===== src/rdsd_pkg.sv =====
package rdsd_pkg;
  // ----------------------------------------------------------------
  // widths and sizes
  // ----------------------------------------------------------------
  localparam int          RDSD_UNITS       = 2;   // two mux units
  localparam int          RDSD_RATIO_W     = 8;   // switch code width
  localparam int          RDSD_HALF_W      = 9;   // holds up to 256
  localparam int          RDSD_FIFO_DEPTH  = 32;
  localparam int          RDSD_SYNC_STAGES = 2;

  // ----------------------------------------------------------------
  // divider constants
  // ----------------------------------------------------------------
  localparam logic [8:0]  RDSD_RATIO_ZERO_MAP = 9'h100; // code 0 -> 256
  localparam logic [8:0]  RDSD_HALF_RST       = 9'h100;
  localparam logic [8:0]  RDSD_CNT_RST        = 9'h000;
  localparam logic [7:0]  RDSD_CODE_RST       = 8'h00;
endpackage


===== src/rdsd_fifo.sv =====
`timescale 1ns/10ps
// ------------------------------------------------------------------
// word fifo with valid/ready on both sides
// ------------------------------------------------------------------
module rdsd_fifo
  import rdsd_pkg::*;
#(
  parameter int WIDTH = 4,
  parameter int DEPTH = RDSD_FIFO_DEPTH
)
(
  input  wire logic             clk,
  input  wire logic             srst,
  input  wire logic [WIDTH-1:0] in_data,
  input  wire logic             in_valid,
  output logic                  in_ready,
  output logic      [WIDTH-1:0] out_data,
  output logic                  out_valid,
  input  wire logic             out_ready
);
  localparam int AW = $clog2(DEPTH);

  typedef struct packed {
    logic [AW-1:0] wr_ptr;
    logic [AW-1:0] rd_ptr;
    logic [AW:0]   count;
    logic          full;
  } rdsd_fifo_state_type;

  rdsd_fifo_state_type st_r;
  rdsd_fifo_state_type st_nxt;
  logic [WIDTH-1:0]    mem [DEPTH];
  logic                push;
  logic                pop;

  // full is a flop so the source sees a registered ready
  assign in_ready  = ~st_r.full;
  assign out_valid = (st_r.count != '0);
  assign out_data  = mem[st_r.rd_ptr];
  assign push      = in_valid & ~st_r.full;
  assign pop       = out_ready & out_valid;

  // ----------------------------------------------------------------
  // pointer and count update
  // ----------------------------------------------------------------
  always_comb
  begin
    st_nxt = st_r;
    if (push)
    begin
      st_nxt.wr_ptr = (st_r.wr_ptr == AW'(DEPTH - 1)) ? '0
                      : AW'(st_r.wr_ptr + 1'b1);
    end
    if (pop)
    begin
      st_nxt.rd_ptr = (st_r.rd_ptr == AW'(DEPTH - 1)) ? '0
                      : AW'(st_r.rd_ptr + 1'b1);
    end
    if (push && !pop)
    begin
      st_nxt.count = (AW+1)'(st_r.count + 1'b1);
    end
    else if (pop && !push)
    begin
      st_nxt.count = (AW+1)'(st_r.count - 1'b1);
    end
    st_nxt.full = (st_nxt.count == (AW+1)'(DEPTH));
  end

  // state register
  always_ff @(posedge clk)
  begin
    if (srst)
    begin
      st_r <= '0;
    end
    else
    begin
      st_r <= st_nxt;
    end
  end

  // storage has no reset; only written words are ever read
  always_ff @(posedge clk)
  begin
    if (push)
    begin
      mem[st_r.wr_ptr] <= in_data;
    end
  end
endmodule


===== src/rdsd_top.sv =====
`timescale 1ns/10ps
// ------------------------------------------------------------------
// dual rate doubler with programmable sync divider
// ------------------------------------------------------------------
// Operation
// - two identical units double the data rate
// - four inputs split into two independent pairs
// - sync frequency is input clock divided by n
// - eight switch bits, switch eight least significant
// - code zero divides by 256
// - nonzero code k divides by exactly k
// - sync has 50% duty at all ratios
// - sync driven as true and inverted pair
module rdsd_top
  import rdsd_pkg::*;
#(
  parameter int UNITS      = RDSD_UNITS,
  parameter int FIFO_DEPTH = RDSD_FIFO_DEPTH
)
(
  input  wire logic             clk,
  input  wire logic             srst,
  input  wire logic [UNITS-1:0] first_data_input,
  input  wire logic [UNITS-1:0] second_data_input,
  input  wire logic             data_valid,
  output logic                  data_ready,
  input  wire logic             ratio_select_bit_msb,
  input  wire logic [5:0]       ratio_select_mid,
  input  wire logic             ratio_select_bit_lsb,
  output logic                  input_clock_phase,
  output logic      [UNITS-1:0] serial_out,
  output logic                  serial_valid,
  output logic                  sync_out,
  output logic                  sync_out_n
);
  localparam int WW = 2 * UNITS;

  // code 0 stands for the largest ratio
  function automatic logic [8:0] ratio_of(input logic [7:0] code);
    ratio_of = (code == RDSD_CODE_RST) ? RDSD_RATIO_ZERO_MAP
               : {1'b0, code};
  endfunction

  typedef struct packed {
    logic [7:0]       code_s1;
    logic [7:0]       code_s2;
    logic             init;
    logic [8:0]       half;
    logic [8:0]       cnt;
    logic             sync;
    logic             sync_n;
    logic             phase;
    logic [UNITS-1:0] hold_second;
    logic             hold_valid;
    logic [UNITS-1:0] sout;
    logic             sval;
  } rdsd_state_type;

  rdsd_state_type   st_r;
  rdsd_state_type   st_nxt;
  logic [7:0]       code_pin;
  logic [WW-1:0]    fifo_in;
  logic [WW-1:0]    fifo_out;
  logic             fifo_valid;
  logic             fifo_pop;

  // ----------------------------------------------------------------
  // switch code assembly and input buffer
  // ----------------------------------------------------------------
  // switch one is the msb, switch eight the lsb
  assign code_pin = {ratio_select_bit_msb, ratio_select_mid,
                     ratio_select_bit_lsb};
  // one pair per unit: {second, first} kept per word
  assign fifo_in  = {second_data_input, first_data_input};
  // a word is taken once per input clock period, at high phase start
  assign fifo_pop = ~st_r.phase;

  rdsd_fifo #(
    .WIDTH (WW),
    .DEPTH (FIFO_DEPTH)
  ) u_fifo (
    .clk       (clk),
    .srst      (srst),
    .in_data   (fifo_in),
    .in_valid  (data_valid),
    .in_ready  (data_ready),
    .out_data  (fifo_out),
    .out_valid (fifo_valid),
    .out_ready (fifo_pop)
  );

  // ----------------------------------------------------------------
  // next state
  // ----------------------------------------------------------------
  always_comb
  begin
    st_nxt = st_r;
    // two-stage sync of the static switch pins
    st_nxt.code_s1 = code_pin;
    st_nxt.code_s2 = st_r.code_s1;

    // input clock: one clk cycle high, one low
    st_nxt.phase = ~st_r.phase;

    // serial mux, one bit per half period
    if (!st_r.phase)
    begin
      st_nxt.sout        = fifo_out[UNITS-1:0];
      st_nxt.hold_second = fifo_out[WW-1:UNITS];
      st_nxt.hold_valid  = fifo_valid;
      st_nxt.sval        = fifo_valid;
      if (!fifo_valid)
      begin
        st_nxt.sout = '0;                 // idle line when starved
      end
    end
    else
    begin
      st_nxt.sout = st_r.hold_valid ? st_r.hold_second
                    : '0;
      st_nxt.sval = st_r.hold_valid;
    end

    // sync divider: each half lasts n half-periods of the input
    // clock, so odd ratios still split evenly (both edges used)
    if (st_r.init || (!st_r.sync && st_r.cnt == 9'(st_r.half - 1'b1)))
    begin
      // new ratio only taken at the end of a full period
      st_nxt.half   = ratio_of(st_r.code_s2);
      st_nxt.cnt    = RDSD_CNT_RST;
      st_nxt.sync   = 1'b1;
      st_nxt.sync_n = 1'b0;
      st_nxt.init   = 1'b0;
    end
    else if (st_r.cnt == 9'(st_r.half - 1'b1))
    begin
      st_nxt.cnt    = RDSD_CNT_RST;
      st_nxt.sync   = 1'b0;
      st_nxt.sync_n = 1'b1;
    end
    else
    begin
      st_nxt.cnt = 9'(st_r.cnt + 1'b1);
    end
  end

  // ----------------------------------------------------------------
  // state register
  // ----------------------------------------------------------------
  // init holds one cycle after reset; the divider then loads its first
  // ratio from the reset value of code_s2, so code 0 gives 256
  always_ff @(posedge clk)
  begin
    if (srst)
    begin
      st_r        <= '0;
      st_r.init   <= 1'b1;
      st_r.half   <= RDSD_HALF_RST;
      st_r.sync_n <= 1'b1;
    end
    else
    begin
      st_r <= st_nxt;
    end
  end

  // outputs straight from flops
  assign input_clock_phase = st_r.phase;
  assign serial_out        = st_r.sout;
  assign serial_valid      = st_r.sval;
  assign sync_out          = st_r.sync;
  assign sync_out_n        = st_r.sync_n;
endmodule


===== config.mk =====
export PLATFORM = sky130hd
export DESIGN_NAME = rdsd_top
export DESIGN_NICKNAME = d
export VERILOG_FILES = /design/src/rdsd_pkg.sv /design/src/rdsd_fifo.sv /design/src/rdsd_top.sv
export SDC_FILE = /design/constraint.sdc
export NUM_CORES = 1
export LEC_CHECK = 0
export BUFFER_PORTS_ARGS = -buffer_cell sky130_fd_sc_hd__buf_2
export CORE_ASPECT_RATIO = 0.5
export CORE_MARGIN = 8
export CORE_UTILIZATION = 40
export CTS_BUF_LIST = sky130_fd_sc_hd__clkbuf_8
export DETAILED_ROUTE_END_ITERATION = 7
export GPL_ROUTABILITY_DRIVEN = 0
export PLACE_DENSITY_LB_ADDON = 0.3
export SLEW_MARGIN = 20
export SYNTH_ARGS = -nofsm -noshare
export SYNTH_HDL_FRONTEND = slang
export SYNTH_HIERARCHICAL = 1
export SYNTH_SLANG_ARGS = --single-unit

===== constraint.sdc =====
create_clock -name clk -period 4.8 [get_ports clk]
set_input_delay 0.24 -clock clk [delete_from_list [all_inputs] [get_ports clk]]
set_output_delay 0.24 -clock clk [all_outputs]
set_load 0.01 [all_outputs]

# Yosys cells after proc, flatten, opt, wreduce, memory -nomap -nowiden

Memories as Yosys holds them, arrays and structs flattened. A register that Yosys moved wholly into a read port is not among the register bits.
Cells that the tools add are included.

Reduce and logical (&&, ||, !) cells: 11
Muxes and demuxes: 14
Bitwise gates (word level): 4
Add/subtract/negate cells: 6
Equality and inequality tests: 4

Operator list:

| cell                                                               | count |
|---|---|
| 5-bit 2-to-1 mux                                                   | 4 |
| 6-bit 2-to-1 mux                                                   | 2 |
| 5-bit by 1-bit adder with 5-bit output, second input constant      | 2 |
| 5-bit == test, second input constant                               | 2 |
| 9-bit by 1-bit adder with 9-bit output, second input constant      | 1 |
| 9-bit == test                                                      | 1 |
| 9-bit 2-to-1 mux                                                   | 1 |
| 9-bit by 1-bit subtractor with 9-bit output, second input constant | 1 |
| 8-bit zero test                                                    | 1 |
| 2-bit 2-to-1 mux                                                   | 4 |
| 6-bit by 1-bit adder with 6-bit output, second input constant      | 1 |
| 6-bit == test, second input constant                               | 1 |
| 6-bit nonzero test                                                 | 1 |
| 6-bit by 1-bit subtractor with 6-bit output, second input constant | 1 |
| 1-bit logical AND                                                  | 3 |
| 1-bit zero test                                                    | 3 |
| 3-bit 2-to-1 mux                                                   | 1 |
| 3-bit OR reduction                                                 | 1 |
| 1-bit bitwise AND                                                  | 2 |
| 1-bit 2-to-1 mux                                                   | 2 |
| 1-bit inverter                                                     | 2 |
| 2-bit nonzero test                                                 | 1 |
| 1-bit logical OR                                                   | 1 |

Memories kept: 1
Register bits: 61
Logic and storage cells: 56
Output and inout bits: 7
Bits in writable memories: 128
Input port bits: 15

Memory list:

| memory     | depth | bits a word | read ports | clocked after Yosys merged registers in | wr ports | RTL line        | source |
|---|---|---|---|---|---|---|---|
| u_fifo.mem | 32    | 4           | 1          | 1                                       | 1        | rdsd_fifo.sv:32 | `logic [WIDTH-1:0] mem [DEPTH];` |

# Depth between registers and ports, before layout

Word-level depth: 7
Gate-level depth with buffers: 9
Gate-level depth less buffers: 8

# By module

The synthesis kept the hierarchy.

By module, submodules not included:

| module    | cells each | instances | area an instance (um^2) | seq. area each (um^2) |
|---|---|---|---|---|
| rdsd_fifo | 356        | 1         | 6,178.4                 | 4,284.1 |
| rdsd_top  | 194        | 1         | 1,831.8                 | 880.8 |

# Worst setup path after synthesis

No wires, ideal clock.

Path type: register -> register
From: register st_r[18] (netlist name)
To: register st_r[26] (netlist name)
Path slack: 2.528 ns
Stages on the path, launching flop included: 9
Arrival time: 2.153 ns
Path through: dfxtp_1 > or4_1 > buf_2 > or4_4 > a21oi_2 > o22a_2 > a31oi_1 > buf_6 > mux2i_1

==> reports/qor.txt <==
Nets - 597
Die Width - 216.1 um
synth top area cells - edfxtp_1 (48%), dfxtp_1 (16%), mux4_2 (11%)
vias in the first global route - 4388
CTS buffer count - 17
peak supply drop - 0.2276 mV
Max Clk Rate - 0.3517 GHz
Top Ports - 22
RSZ-0062 raised after global routing - false
H-tree Lvls - 4
final hold violation count - 0
ys flop type - edfxtp_1
Final HPWL DP - 10.59 mm
WHS - 0.04194 ns
Root Driver - clkbuf_8
library cells used by synthesis - 58
Cell Rows - 36
top-count cell post-synth - edfxtp_1
Arr. time, crit path - 3.18 ns
worst hold path class - primary input to register
postcts setup bufs - 0
First DRT Iteration DRCs - 379
max-capacitance violation count - 0
post-synthesis register bit count - 194
Worst-Skew Late Latency - 0.46 ns
worst rel slew slack - 44.39%
total core area - 0.01955 sq mm
Die Area - 0.02508 sq mm
first-pass GRT wire length - 24.62 mm
largest net degree at the start of global routing - 46
routed vias/inst - 5.230
Switching Share - 28.43%
clk_skew - 0.01787 ns
share of layout cells above drive strength 1 - 20.24%
share of the synthesized area in the top cell type - 47.99%
Clock Path Buffers - 2
Pint - 0.002828 W
part of the Yosys area used for sequential elements - 64.48%
sw power - 0.001123 W
Tcrit/Tclk final - 59.23%
Mapped Nets - 577
TritonCTS clock tree - done
Syn Inst Count - 550
fraction of registers with async set/reset - 0%
CP Class - register to register
Combinational Power Share - 20.1%
Post-synth EDFFs - 128
Seq pwr share - 50.4%
Die Y - 116.1 um
Setup crit end kind - register
via count - 4440
clock group share of total power - 29.5%
initial antenna violation count - 1
Overall Global Routing Usage - 12.78%
IO buf count - 21
clk sinks - 194
Residual DRC - 0
synth cell count leaders - edfxtp_1 (128), dfxtp_1 (66), nor2_1 (54), mux4_2 (40), nand2_1 (34)
synthesized area - 0.008010 sq mm
final WL - 15.49 mm
CP Data Required Time - 5.14 ns
PD cells - 447.0 mW/mm^2
wire per inst - 18.24 um
min Tclk post-route - 2.843 ns
Remaining Overflow, GRT - 0
critical path peak fanout - 23
Leak - 2.890 nW
setup TNS - 0 ns
Slew Limit Fails - 0
crit path launch type - register
iteration count of the initial detailed-routing pass - 5
Fillers - 1728
Setup Viol. Count Final - 0
area leader, netlist - edfxtp_1
status - complete, no violations
slew of the pin with the lowest slew margin - 0.8342 ns
Pwr Total - 0.003951 W
Mean Syn Cell Area - 14.56 sq um
Post-DRT Antenna Nets - 0
initial core utilization - 40.98%
P&R area growth vs syn - 10.36%
synth warn - 6
n_diodes - 0
hold_sp - ratio_select_mid[4]
Worst-path clk slew - 0.11 ns
-- layer usage --
layer / wire, um / GRT usage [%]
met1: 7064 / 16.73
met5: 0 / 0
met3: 829 / 3.127
met4: 210 / 4.437
met2: 7386 / 20.71
-- repair_timing --
action | CTS | global route
gates resized for setup | 0 | 0
endpoints found under the hold margin | 7 | 0
hold buffers | 7 | 0
-- power groups by stage --
stage | Combinational (W) | Sequential (W) | Clock, W
after global routing | 0.000869 | 0.00202 | 0.00126
after CTS | 0.000804 | 0.00200 | 0.00119
after global placement | 0.000781 | 0.00203 | 0
after floorplan | 0.000701 | 0.00194 | 0
after detailed placement | 0.000797 | 0.00204 | 0
final | 0.000793 | 0.00199 | 0.00116
-- path summary, 6_finish.rpt --
kind	to	depth (start not counted)	slack (ns)
worst max-delay path	serial_out[1]$_SDFF_PP0_	6	1.96
worst min-delay path	st_nxt[33]$_SDFF_PP0_	2	0.04
worst max register to register	serial_out[1]$_SDFF_PP0_	6	1.96
worst min register to register	st_r[32]$_SDFF_PP0_	1	0.45
-- registers in the layout, indices dropped and copies added, names as in the netlist, 2 cells and up, named ones only --
name and cells:
st_r 30, serial_out 2, u_fifo/st_r 17, st_nxt 8
u_fifo/mem 128
-- logic make-up (layout without fill, tap and decap cells) --
kind of cell               count (synthesis)  after routing  synth area share, %
AOI/OAI and AO/OA                         48             48                3.999
xor gates and xnor gates                  21             21                2.296
adders and majority gates                 12             12                1.874
buffers and inverters                     42             75                2.483
DFF                                      194            194                64.48
muxes                                     57             57                13.45
and+or+nand+nor                          176            176                11.42
-- layout by cell type (no fill, tap or decap), types with 5 or more instances in the layout --
| master | n |
|---|---|
| dfxtp_1 | 65 |
| ha_1 | 12 |
| mux2_2 | 5 |
| dlygate4sd3_1 | 7 |
| clkbuf_8 | 17 |
| edfxtp_1 | 128 |
| xor2_1 | 7 |
| o21ai_0 | 6 |
| nand2_1 | 34 |
| xnor2_1 | 14 |
| nor2_1 | 54 |
| nor2b_1 | 22 |
| nand3_1 | 9 |
| nor4_1 | 5 |
| mux2i_1 | 12 |
| buf_2 | 21 |
| mux4_2 | 40 |
| inv_1 | 11 |
| inv_8 | 5 |
| inv_6 | 5 |
| a21oi_1 | 18 |
| nor3_1 | 15 |
-- layout make-up --
cell class,count,area (sq um),share of cell area (%)
flip-flops and latches,194,5166,58.44
multi-input cells,314,2653,30.01
well taps,266,332.8,3.765
clock buffers,17,234.0,2.647
clock inverters,15,211.5,2.392
repair buffers,31,197.7,2.236
inverters,12,45.04,0.5096
-- worst max-delay path: stages (launching register included) --
cell and delay, ns:
dfxtp_2 0.89, buf_4 0.36, mux4_2 0.53, mux4_2 0.46, mux2_2 0.27, a32oi_1 0.14
nor2_1 0.05
-- through the flow --
step	instances	util [%]	worst slack, ns	cell area (sq um)
after floorplan	550	-	2.528	8010
after global placement	810	42.55	1.873	8318
after detailed placement	810	42.58	1.911	8324
after CTS	849	45.22	1.893	8840
after global routing	849	45.22	1.727	8840
final	849	45.22	1.957	8840
Note: power is estimated with default switching activity, not from simulation.
